==> src/opp_pkg.sv <==
// Shared constants for the one-time-programmable memory programmer
package opp_pkg;
    // Device geometry and timer width
    localparam int ADDR_W = 17;
    localparam int DATA_W = 8;
    localparam int TMR_W = 14;

    // Clock period and printed times, in ns
    localparam int CLK_NS = 8;
    localparam int T_PULSE_NS = 100000; // program_pulse_width, nominal
    localparam int T_PULSE_MIN_NS = 95000;
    localparam int T_PULSE_MAX_NS = 105000;
    localparam int T_SETUP_NS = 2000; // address, data, enable and supply setup
    localparam int T_VALID_NS = 150; // output_valid_delay
    localparam int T_RELEASE_NS = 130; // output_release_delay

    // Cycle counts: waits on device delays round up
    localparam int CYC_PULSE = T_PULSE_NS / CLK_NS;
    localparam int CYC_SETUP = (T_SETUP_NS + CLK_NS - 1) / CLK_NS;
    localparam int CYC_VALID = (T_VALID_NS + CLK_NS - 1) / CLK_NS;
    localparam int CYC_RELEASE = (T_RELEASE_NS + CLK_NS - 1) / CLK_NS;
    localparam int SYNC_LAT = 2;
    localparam int CYC_SAMPLE = CYC_VALID + SYNC_LAT;
    localparam int MAX_RETRY = 10;

    // Sequencer phases
    localparam logic [1:0] PH_FIRST = 2'h0;
    localparam logic [1:0] PH_RETRY = 2'h1;
    localparam logic [1:0] PH_FINAL = 2'h2;
    localparam logic [1:0] PH_IDENT = 2'h3;

    typedef enum logic [11:0] {
        ST_IDLE = 12'h001,
        ST_VCC = 12'h002,
        ST_VPP = 12'h004,
        ST_SETUP = 12'h008,
        ST_PULSE = 12'h010,
        ST_HOLD = 12'h020,
        ST_OE = 12'h040,
        ST_REL = 12'h080,
        ST_DN_VPP = 12'h100,
        ST_DN_VCC = 12'h200,
        ST_DONE = 12'h400,
        ST_SPARE = 12'h800
    } opp_state_e;
endpackage

==> src/opp_timer.sv <==
`timescale 1ns/1ns
`default_nettype none
// Down counter that times each sequencer state
module opp_timer
    import opp_pkg::*;
(
    // Clock and control
    input wire logic ref_clk,
    input wire logic rst,
    input wire logic clk_en,
    // Load and status
    input wire logic load,
    input wire logic [TMR_W-1:0] load_val,
    output logic expired
);
    logic [TMR_W-1:0] cnt;

    // Reload wins over counting so a new state never sees a stale zero
    always_ff @(posedge ref_clk)
    begin
        if (rst)
            cnt <= '0;
        else if (clk_en && load)
            cnt <= load_val;
        else if (clk_en && cnt != '0)
            cnt <= cnt - 1'b1;
    end

    assign expired = (cnt == '0);
endmodule // opp_timer
`default_nettype wire

==> src/opp_programmer.sv <==
//
// Contract
// - Each program strobe pulse is held low between 95 and 105 us, nominally 100 us.
// - Programming starts at address zero, then main supply rises to 6.5 V, then 13.0 V.
// - The first pass gives every address exactly one pulse with no verification.
// - The second pass gives a failing byte up to ten more pulses, verifying after each.
// - A byte still failing after ten retry pulses makes the whole device fail.
// - A verified byte advances the address until every address has been checked.
// - Both supplies then drop to 5.0 V and every byte is read back and compared; the code ends the read at the first miscompare.
// - Data is sampled only 150 ns after output enable, and 130 ns is allowed for release.
// - Main supply is applied no later and removed no earlier than the programming supply.
// - In identification mode the low address bit picks maker code or device code.
// - Identification mode is entered by raising the high-voltage address line.
// - During identification every other address line is held low.
//
`timescale 1ns/1ns
`default_nettype none
module opp_programmer
    import opp_pkg::*;
#(
    parameter int PULSE_CYC = CYC_PULSE
)
(
    // Clock, reset, enable
    input wire logic ref_clk,
    input wire logic rst,
    input wire logic clk_en,
    // User commands
    input wire logic start_prog,
    input wire logic start_id,
    input wire logic id_sel,
    input wire logic [ADDR_W-1:0] last_addr,
    // Source data, same clock, one cycle after src_addr
    output logic [ADDR_W-1:0] src_addr,
    input wire logic [DATA_W-1:0] src_data,
    // Status
    output logic busy,
    output logic done,
    output logic passed,
    output logic failed,
    output logic [DATA_W-1:0] id_byte,
    // Device pins
    output logic [ADDR_W-1:0] addr,
    output logic dq_oe,
    output logic [DATA_W-1:0] dq_out,
    input wire logic [DATA_W-1:0] dq_in,
    output logic ce_n,
    output logic oe_n,
    output logic program_strobe_n,
    output logic id_high_voltage_line,
    output logic vcc_prog_en,
    output logic vpp_prog_en
);
    opp_state_e state, next_state;
    logic [1:0] ph, next_ph;
    logic [3:0] retry, next_retry;
    logic [ADDR_W-1:0] next_addr;
    logic next_fail, fail_flag;
    logic [DATA_W-1:0] dq_meta, dq_sync;
    logic tmr_done, tmr_load;
    logic [TMR_W-1:0] tmr_val;
    logic read_ok;

    // Handy decodes
    wire adv = clk_en && tmr_done;
    wire is_last = (addr == last_addr);
    wire match = (dq_sync == dq_out);
    wire sample_now = (state == ST_OE) && adv;
    wire in_prog = (next_ph == PH_FIRST) || (next_ph == PH_RETRY);
    wire pwr_off = (next_state == ST_IDLE) || (next_state == ST_DONE);

    // Two flops on the data pins before any compare
    always_ff @(posedge ref_clk)
    begin
        if (rst)
        begin
            dq_meta <= '0;
            dq_sync <= '0;
        end
        else if (clk_en)
        begin
            dq_meta <= dq_in;
            dq_sync <= dq_meta;
        end
    end

    // Sequencer next state
    always_comb
    begin
        next_state = state;
        next_ph = ph;
        next_retry = retry;
        next_addr = addr;
        next_fail = fail_flag;
        case (state)
            ST_IDLE:
            begin
                if (start_prog)
                begin
                    next_state = ST_VCC;
                    next_ph = PH_FIRST;
                    next_addr = '0;
                    next_retry = '0;
                    next_fail = 1'b0;
                end
                else if (start_id)
                begin
                    next_state = ST_SETUP;
                    next_ph = PH_IDENT;
                    next_addr = {{(ADDR_W-1){1'b0}}, id_sel};
                end
            end
            ST_VCC:
                if (adv)
                    next_state = ST_VPP;
            ST_VPP:
                if (adv)
                    next_state = ST_SETUP;
            ST_SETUP:
                if (adv)
                    next_state = (ph == PH_IDENT) ? ST_OE : ST_PULSE;
            ST_PULSE:
                if (adv)
                    next_state = ST_HOLD;
            ST_HOLD:
            begin
                if (adv && ph == PH_FIRST)
                begin
                    // One pulse per address, no verify
                    if (is_last)
                    begin
                        next_state = ST_OE;
                        next_ph = PH_RETRY;
                        next_addr = '0;
                    end
                    else
                    begin
                        next_state = ST_SETUP;
                        next_addr = addr + 1'b1;
                    end
                end
                else if (adv)
                    next_state = ST_OE;
            end
            ST_OE:
                if (adv)
                    next_state = ST_REL;
            ST_REL:
            begin
                if (adv && ph == PH_IDENT)
                    next_state = ST_DONE;
                else if (adv && ph == PH_RETRY)
                begin
                    if (read_ok)
                    begin
                        next_retry = '0;
                        next_state = is_last ? ST_DN_VPP : ST_OE;
                        next_addr = is_last ? addr : addr + 1'b1;
                    end
                    else if (retry == 4'(MAX_RETRY))
                    begin
                        next_fail = 1'b1;
                        next_state = ST_DN_VPP;
                    end
                    else
                    begin
                        next_retry = retry + 1'b1;
                        next_state = ST_SETUP;
                    end
                end
                else if (adv)
                begin
                    // Final read at normal supply
                    if (!read_ok)
                    begin
                        next_fail = 1'b1;
                        next_state = ST_DONE;
                    end
                    else if (is_last)
                        next_state = ST_DONE;
                    else
                    begin
                        next_state = ST_OE;
                        next_addr = addr + 1'b1;
                    end
                end
            end
            ST_DN_VPP:
                if (adv)
                    next_state = ST_DN_VCC;
            ST_DN_VCC:
            begin
                if (adv && fail_flag)
                    next_state = ST_DONE;
                else if (adv)
                begin
                    next_state = ST_OE;
                    next_ph = PH_FINAL;
                    next_addr = '0;
                end
            end
            ST_DONE:
                if (clk_en)
                    next_state = ST_IDLE;
            default:
                next_state = ST_IDLE;
        endcase
    end

    // Timer reload on every state change
    assign tmr_load = (next_state != state);
    assign tmr_val =
        (next_state == ST_PULSE) ? TMR_W'(PULSE_CYC - 1) :
        (next_state == ST_OE) ? TMR_W'(CYC_SAMPLE - 1) :
        (next_state == ST_REL) ? TMR_W'(CYC_RELEASE - 1) :
        (next_state == ST_DONE || next_state == ST_IDLE) ? '0 :
        TMR_W'(CYC_SETUP - 1);

    opp_timer u_timer (
        .ref_clk(ref_clk),
        .rst(rst),
        .clk_en(clk_en),
        .load(tmr_load),
        .load_val(tmr_val),
        .expired(tmr_done)
    );

    // Pin levels decoded from the next state so every pin is a flop
    wire next_strobe_n = (next_state != ST_PULSE);
    wire next_oe_n = (next_state != ST_OE);
    wire next_dq_oe = in_prog && ((next_state == ST_SETUP) || (next_state == ST_PULSE)
        || (next_state == ST_HOLD));
    wire next_ce_n = pwr_off || (next_state == ST_VCC) || (next_state == ST_VPP)
        || (next_state == ST_DN_VPP) || (next_state == ST_DN_VCC);
    wire next_vcc = in_prog && !pwr_off && (next_state != ST_DN_VCC);
    wire next_vpp = next_vcc && (next_state != ST_VCC) && (next_state != ST_DN_VPP);
    wire next_hv = (next_ph == PH_IDENT) && !pwr_off;

    // State and bookkeeping
    always_ff @(posedge ref_clk)
    begin
        if (rst)
        begin
            state <= ST_IDLE;
            ph <= PH_FIRST;
            retry <= '0;
            addr <= '0;
            fail_flag <= 1'b0;
            read_ok <= 1'b0;
        end
        else if (clk_en)
        begin
            state <= next_state;
            ph <= next_ph;
            retry <= next_retry;
            addr <= next_addr;
            fail_flag <= next_fail;
            // Verdict held from the sample point; outputs may float once enable rises
            if (sample_now)
                read_ok <= match;
        end
    end

    // Pin flops
    always_ff @(posedge ref_clk)
    begin
        if (rst)
        begin
            program_strobe_n <= 1'b1;
            oe_n <= 1'b1;
            ce_n <= 1'b1;
            dq_oe <= 1'b0;
            dq_out <= '0;
            vcc_prog_en <= 1'b0;
            vpp_prog_en <= 1'b0;
            id_high_voltage_line <= 1'b0;
        end
        else if (clk_en)
        begin
            program_strobe_n <= next_strobe_n;
            oe_n <= next_oe_n;
            ce_n <= next_ce_n;
            dq_oe <= next_dq_oe;
            dq_out <= src_data;
            vcc_prog_en <= next_vcc;
            vpp_prog_en <= next_vpp;
            id_high_voltage_line <= next_hv;
        end
    end

    // Status flops; result stands until the next command
    always_ff @(posedge ref_clk)
    begin
        if (rst)
        begin
            busy <= 1'b0;
            done <= 1'b0;
            passed <= 1'b0;
            failed <= 1'b0;
            id_byte <= '0;
        end
        else if (clk_en)
        begin
            busy <= (next_state != ST_IDLE);
            done <= (next_state == ST_DONE);
            if (state == ST_IDLE && (start_prog || start_id))
            begin
                passed <= 1'b0;
                failed <= 1'b0;
            end
            else if (next_state == ST_DONE && ph != PH_IDENT)
            begin
                passed <= !next_fail;
                failed <= next_fail;
            end
            if (state == ST_OE && adv && ph == PH_IDENT)
                id_byte <= dq_sync;
        end
    end

    assign src_addr = addr;

    // Helper counters for checks
    logic [TMR_W-1:0] low_cnt;
    logic [7:0] oe_cnt;
    always_ff @(posedge ref_clk)
    begin
        if (rst)
        begin
            low_cnt <= '0;
            oe_cnt <= '0;
        end
        else if (clk_en)
        begin
            low_cnt <= program_strobe_n ? '0 : low_cnt + 1'b1;
            oe_cnt <= oe_n ? '0 : oe_cnt + 1'b1;
        end
    end
endmodule // opp_programmer
`default_nettype wire

==> config.mk <==
export PLATFORM = sky130hd
export DESIGN_NAME = opp_programmer
export DESIGN_NICKNAME = d
export VERILOG_FILES = /design/src/opp_pkg.sv /design/src/opp_timer.sv /design/src/opp_programmer.sv
export SDC_FILE = /design/constraint.sdc
export NUM_CORES = 1
export LEC_CHECK = 0
export ABC_AREA = 1
export BUFFER_PORTS_ARGS = -buffer_cell sky130_fd_sc_hd__clkbuf_2
export CORE_UTILIZATION = 54
export CTS_CLUSTER_DIAMETER = 150
export DETAILED_ROUTE_END_ITERATION = 10
export PLACE_DENSITY = 0.77
export SETUP_SLACK_MARGIN = 0.15
export SYNTH_ARGS = -nofsm -noshare
export SYNTH_HDL_FRONTEND = slang
export SYNTH_SLANG_ARGS = --single-unit
==> constraint.sdc <==
create_clock -name ref_clk -period 5.1 [get_ports ref_clk]
set_input_delay 1.02 -clock ref_clk [delete_from_list [all_inputs] [get_ports ref_clk]]
set_output_delay 1.02 -clock ref_clk [all_outputs]
set_load 0.005 [all_outputs]
==> impl_results.md <==
* Maximum single-stage delay on the critical path at between 0.5 and 0.6 ns
* Inserted Clock Buffers at 9
* Die Area at 11100 um2
* Asr flop ratio synth at 0%
* Routed via count divided by cell count at between 5 and 6
* Htree depth at 3
* Count leader, synth: sky130_fd_sc_hd__nand2_1
* Wire length of the first global-routing pass at 23800 um
* Setup repair after global routing missed its margin: false
* Main combinational cell family by area after synthesis: simple AND/OR/NAND/NOR gates
* Netlist area before placement at around 5800 um2
* CP required at 5.36 ns
* Net count after synthesis at 908
* CTS Buffer Depth at 2
* Max-slew violations at 0
* Pin count of the biggest net entering global routing at 48
* Startpoint kind of the worst setup timing path: flop
* Arrival time of data at the critical path endpoint at 3.19 ns
* Routed Antenna Nets at 0
* Post-CTS Hold Fix Bufs at 0
* Path type of the worst setup path: flop to flop
* Total negative setup slack at 0 ns
* Post-synthesis sequential area ratio at 32.5%
* Register bit total from synthesis at 94
* Synthesized-area fraction occupied by xor and xnor cells at 4.69%
* I/O pin count at 100
* Number of iterations in the first detailed-routing pass at 6
* Fin Hold WS at 0.470 ns
* Post-CTS resize count at 0
* Arithmetic-cell share of the synthesized area counting full adders, half adders and majority gates at 1.08%
* Starting DRC count in detailed routing at a little under 400
* Count of different cell masters after synthesis at 50
* Cell-by-cell listing of the critical path: inv_1, ha_1, nand2_1, nor2_1, nand3_2, nand2_2, nand4_2, nand2_1, inv_2, nor2_1, a21oi_1
* Count of clock tree sinks at 94
* Time the final worst path needs with I/O delays and setup at between 2 and 3 ns
* Fraction of the mapped netlist area in simple logic gates at 33.8%
* Avg Inst Size Synth at 6.69 um2
* Top cells by count, synth: sky130_fd_sc_hd__nand2_1 (167), sky130_fd_sc_hd__nor2_1 (112), sky130_fd_sc_hd__inv_1 (104)
* Overall global routing resource usage at 26.5%
* Hold Crit Class: flop to flop
* Reported max-cap violation count at 0
* # DRC at 0
* Die width at 105 um
* Global route overflow at 0
* Average detailed-routed wire length per instance at 13.3 um
* Largest fanout of any net on the critical path at 22
* Crit path setup slack, layout at approximately 2.2 ns
* Area growth syn-to-layout at 11.1%
* EDFF count, synth at 0
* Leading cell types by total area after synthesis: sky130_fd_sc_hd__dfxtp_1 (33%), sky130_fd_sc_hd__nand2_1 (11%), sky130_fd_sc_hd__nor2_1 (7.3%)
* Number of antenna violations at the first check in global routing at 0
* Total wire length at roughly 14000 um
* Worst slack at placement at 1.92 ns
* Share of layout cells above drive strength 1 at between 10% and 20%
* Final worst path period share at 57.3%
* Detailed-placement wirelength estimate at 10600 um
* Upper clock frequency limit at 342 MHz
* Fraction of post-synthesis cell area in the top cell type by area at approximately 33%
* Number of vias in the routed layout at about 5700
* Number of core rows at 37
* Cell count after synthesis at between 800 and 900
* Nets at 979
* Number of global-route vias before repair at 5161
* Transition time at the pin with the least slew margin at 0.723 ns
* Most frequently used flop master after synthesis: sky130_fd_sc_hd__dfxtp_1
* Area fraction in compound gates after synthesis at 15.5%
* Antenna Diode Count at 0
* Final setup viols at 0
* Initial core utilization at a little under three fifths
* Mux cell area share after synthesis at 0%
* Die outline height at approximately 110 um
* Crit end category: flop
* Port-buffer cells at 99
* Clock transition at the register clock pins on the worst setup and hold paths after CTS at approximately 0.1 ns
* Library cell with the largest summed area after synthesis: sky130_fd_sc_hd__dfxtp_1
* Cell with the largest stage delay on the worst path: sky130_fd_sc_hd__nand2_1
* Postcts setup bufs at 0
* Hold violation count in the final report at 0
* Buffer cell driving the clock tree root: sky130_fd_sc_hd__clkbuf_8
* TritonCTS clock tree: built
* Outcome: finished clean
* Worst IR drop on VDD at 0.157 mV
* Total of warnings raised by yosys at 0
* Area inside the core boundary at 10400 um2
* Worst rel slew slack at 51.8%
* Clock skew at 0.0159 ns
* Clock latency at the later pin of the worst-skew pair at 0.38 ns
* Placer's final routability congestion estimate at 0.949
* Power density relative to cell area at ~280 nW/um2
* Static Leakage at 0.00303 uW
==> cells by family after synthesis <==
family,count (synthesis)
xor+xnor,31
compound gates,154
simple gates,417
buf+inv,163
fa+ha+maj,5
flops,94
==> sequential cells by signal (all words and copies together) (netlist names), 2 cells and up <==
name and cells:
addr 17, u_timer.cnt 14, state 12, dq_meta 8, dq_out 8, dq_sync 8
id_byte 8, retry 4, ph 2
==> critical path, delay by kind of cell (launching register included) <==
kind                       cells  cell delay [ns]
adders and majority gates      1             0.20
and+or+nand+nor                7             1.93
DFF                            1             0.31
buffers and inverters          2             0.28
AOI/OAI and AO/OA              1             0.09
==> worst paths after layout <==
| path | slack (ns) | end | cells after the start | start |
|---|---|---|---|---|
| worst max-delay path | 2.18 | u_timer.cnt[1] | 11 | u_timer.cnt[0] |
| worst min-delay path | 0.47 | vpp_prog_en | 2 | vpp_prog_en |
| worst max register to register | 2.18 | u_timer.cnt[1] | 11 | u_timer.cnt[0] |
| worst min register to register | 0.47 | vpp_prog_en | 2 | vpp_prog_en |
==> report_power, final <==
| group | internal (uW) | leakage (uW) | total, uW | switching (uW) |
|---|---|---|---|---|
| Combinational | 146 | 0.00216 | 419 | 273 |
| Clock | 238 | 0.000101 | 537 | 300 |
| Sequential | 780 | 0.000770 | 821 | 41.9 |
| Total | 1160 | 0.00303 | 1780 | 614 |
==> final cells by class <==
cell class / count / area, um2
Fill cell: 994 / 3940
Tap cell: 136 / 170
Multi-Input combinational cell: 607 / 3180
Timing Repair Buffer: 102 / 518
Inverter: 121 / 462
Clock inverter: 7 / 90.1
Clock buffer: 9 / 124
Sequential cell: 94 / 1880
==> per-stage QoR <==
| stage | cell area [um2] | util, % | power, uW | std cells |
|---|---|---|---|---|
| floorplan | 5780 | - | 1150 | 864 |
| global placement | 6210 | 59.9 | 1250 | 1060 |
| detailed placement | 6210 | 59.9 | 1250 | 1060 |
| CTS | 6430 | 62.0 | 1780 | 1076 |
| global route | 6430 | 62.0 | 1880 | 1076 |
| finish | 6430 | 62.0 | 1780 | 1076 |
==> cells in the final DEF (no fill, tap or decap), types with 3 or more instances in the layout <==
cell	count
sky130_fd_sc_hd__a211oi_1	14
sky130_fd_sc_hd__a21oi_1	46
sky130_fd_sc_hd__a31oi_1	3
sky130_fd_sc_hd__buf_4	3
sky130_fd_sc_hd__clkbuf_2	99
sky130_fd_sc_hd__clkbuf_8	9
sky130_fd_sc_hd__dfxtp_1	94
sky130_fd_sc_hd__ha_1	5
sky130_fd_sc_hd__inv_1	104
sky130_fd_sc_hd__inv_2	12
sky130_fd_sc_hd__inv_4	3
sky130_fd_sc_hd__nand2_1	167
sky130_fd_sc_hd__nand2_2	7
sky130_fd_sc_hd__nand2_4	3
sky130_fd_sc_hd__nand3_1	52
sky130_fd_sc_hd__nand3_2	7
sky130_fd_sc_hd__nand3_4	3
sky130_fd_sc_hd__nand4_1	12
sky130_fd_sc_hd__nor2_1	112
sky130_fd_sc_hd__nor2_2	13
sky130_fd_sc_hd__nor3_1	19
sky130_fd_sc_hd__nor3_2	5
sky130_fd_sc_hd__nor4_1	5
sky130_fd_sc_hd__o211ai_1	8
sky130_fd_sc_hd__o21ai_0	62
sky130_fd_sc_hd__o21ai_1	3
sky130_fd_sc_hd__o31ai_1	4
sky130_fd_sc_hd__xnor2_1	8
sky130_fd_sc_hd__xor2_1	23
==> routing by layer <==
| metal | part of all wire, % | GRT usage (%) | routed length (um) |
|---|---|---|---|
| met1 | 46 | 35.6 | 6570 |
| met2 | 44 | 42.3 | 6340 |
| met3 | 7.4 | 5.38 | 1060 |
| met4 | 2.1 | 9.23 | 302 |
| met5 | 0 | 0 | 0 |
No activity file was read; power rests on OpenSTA's default activity.
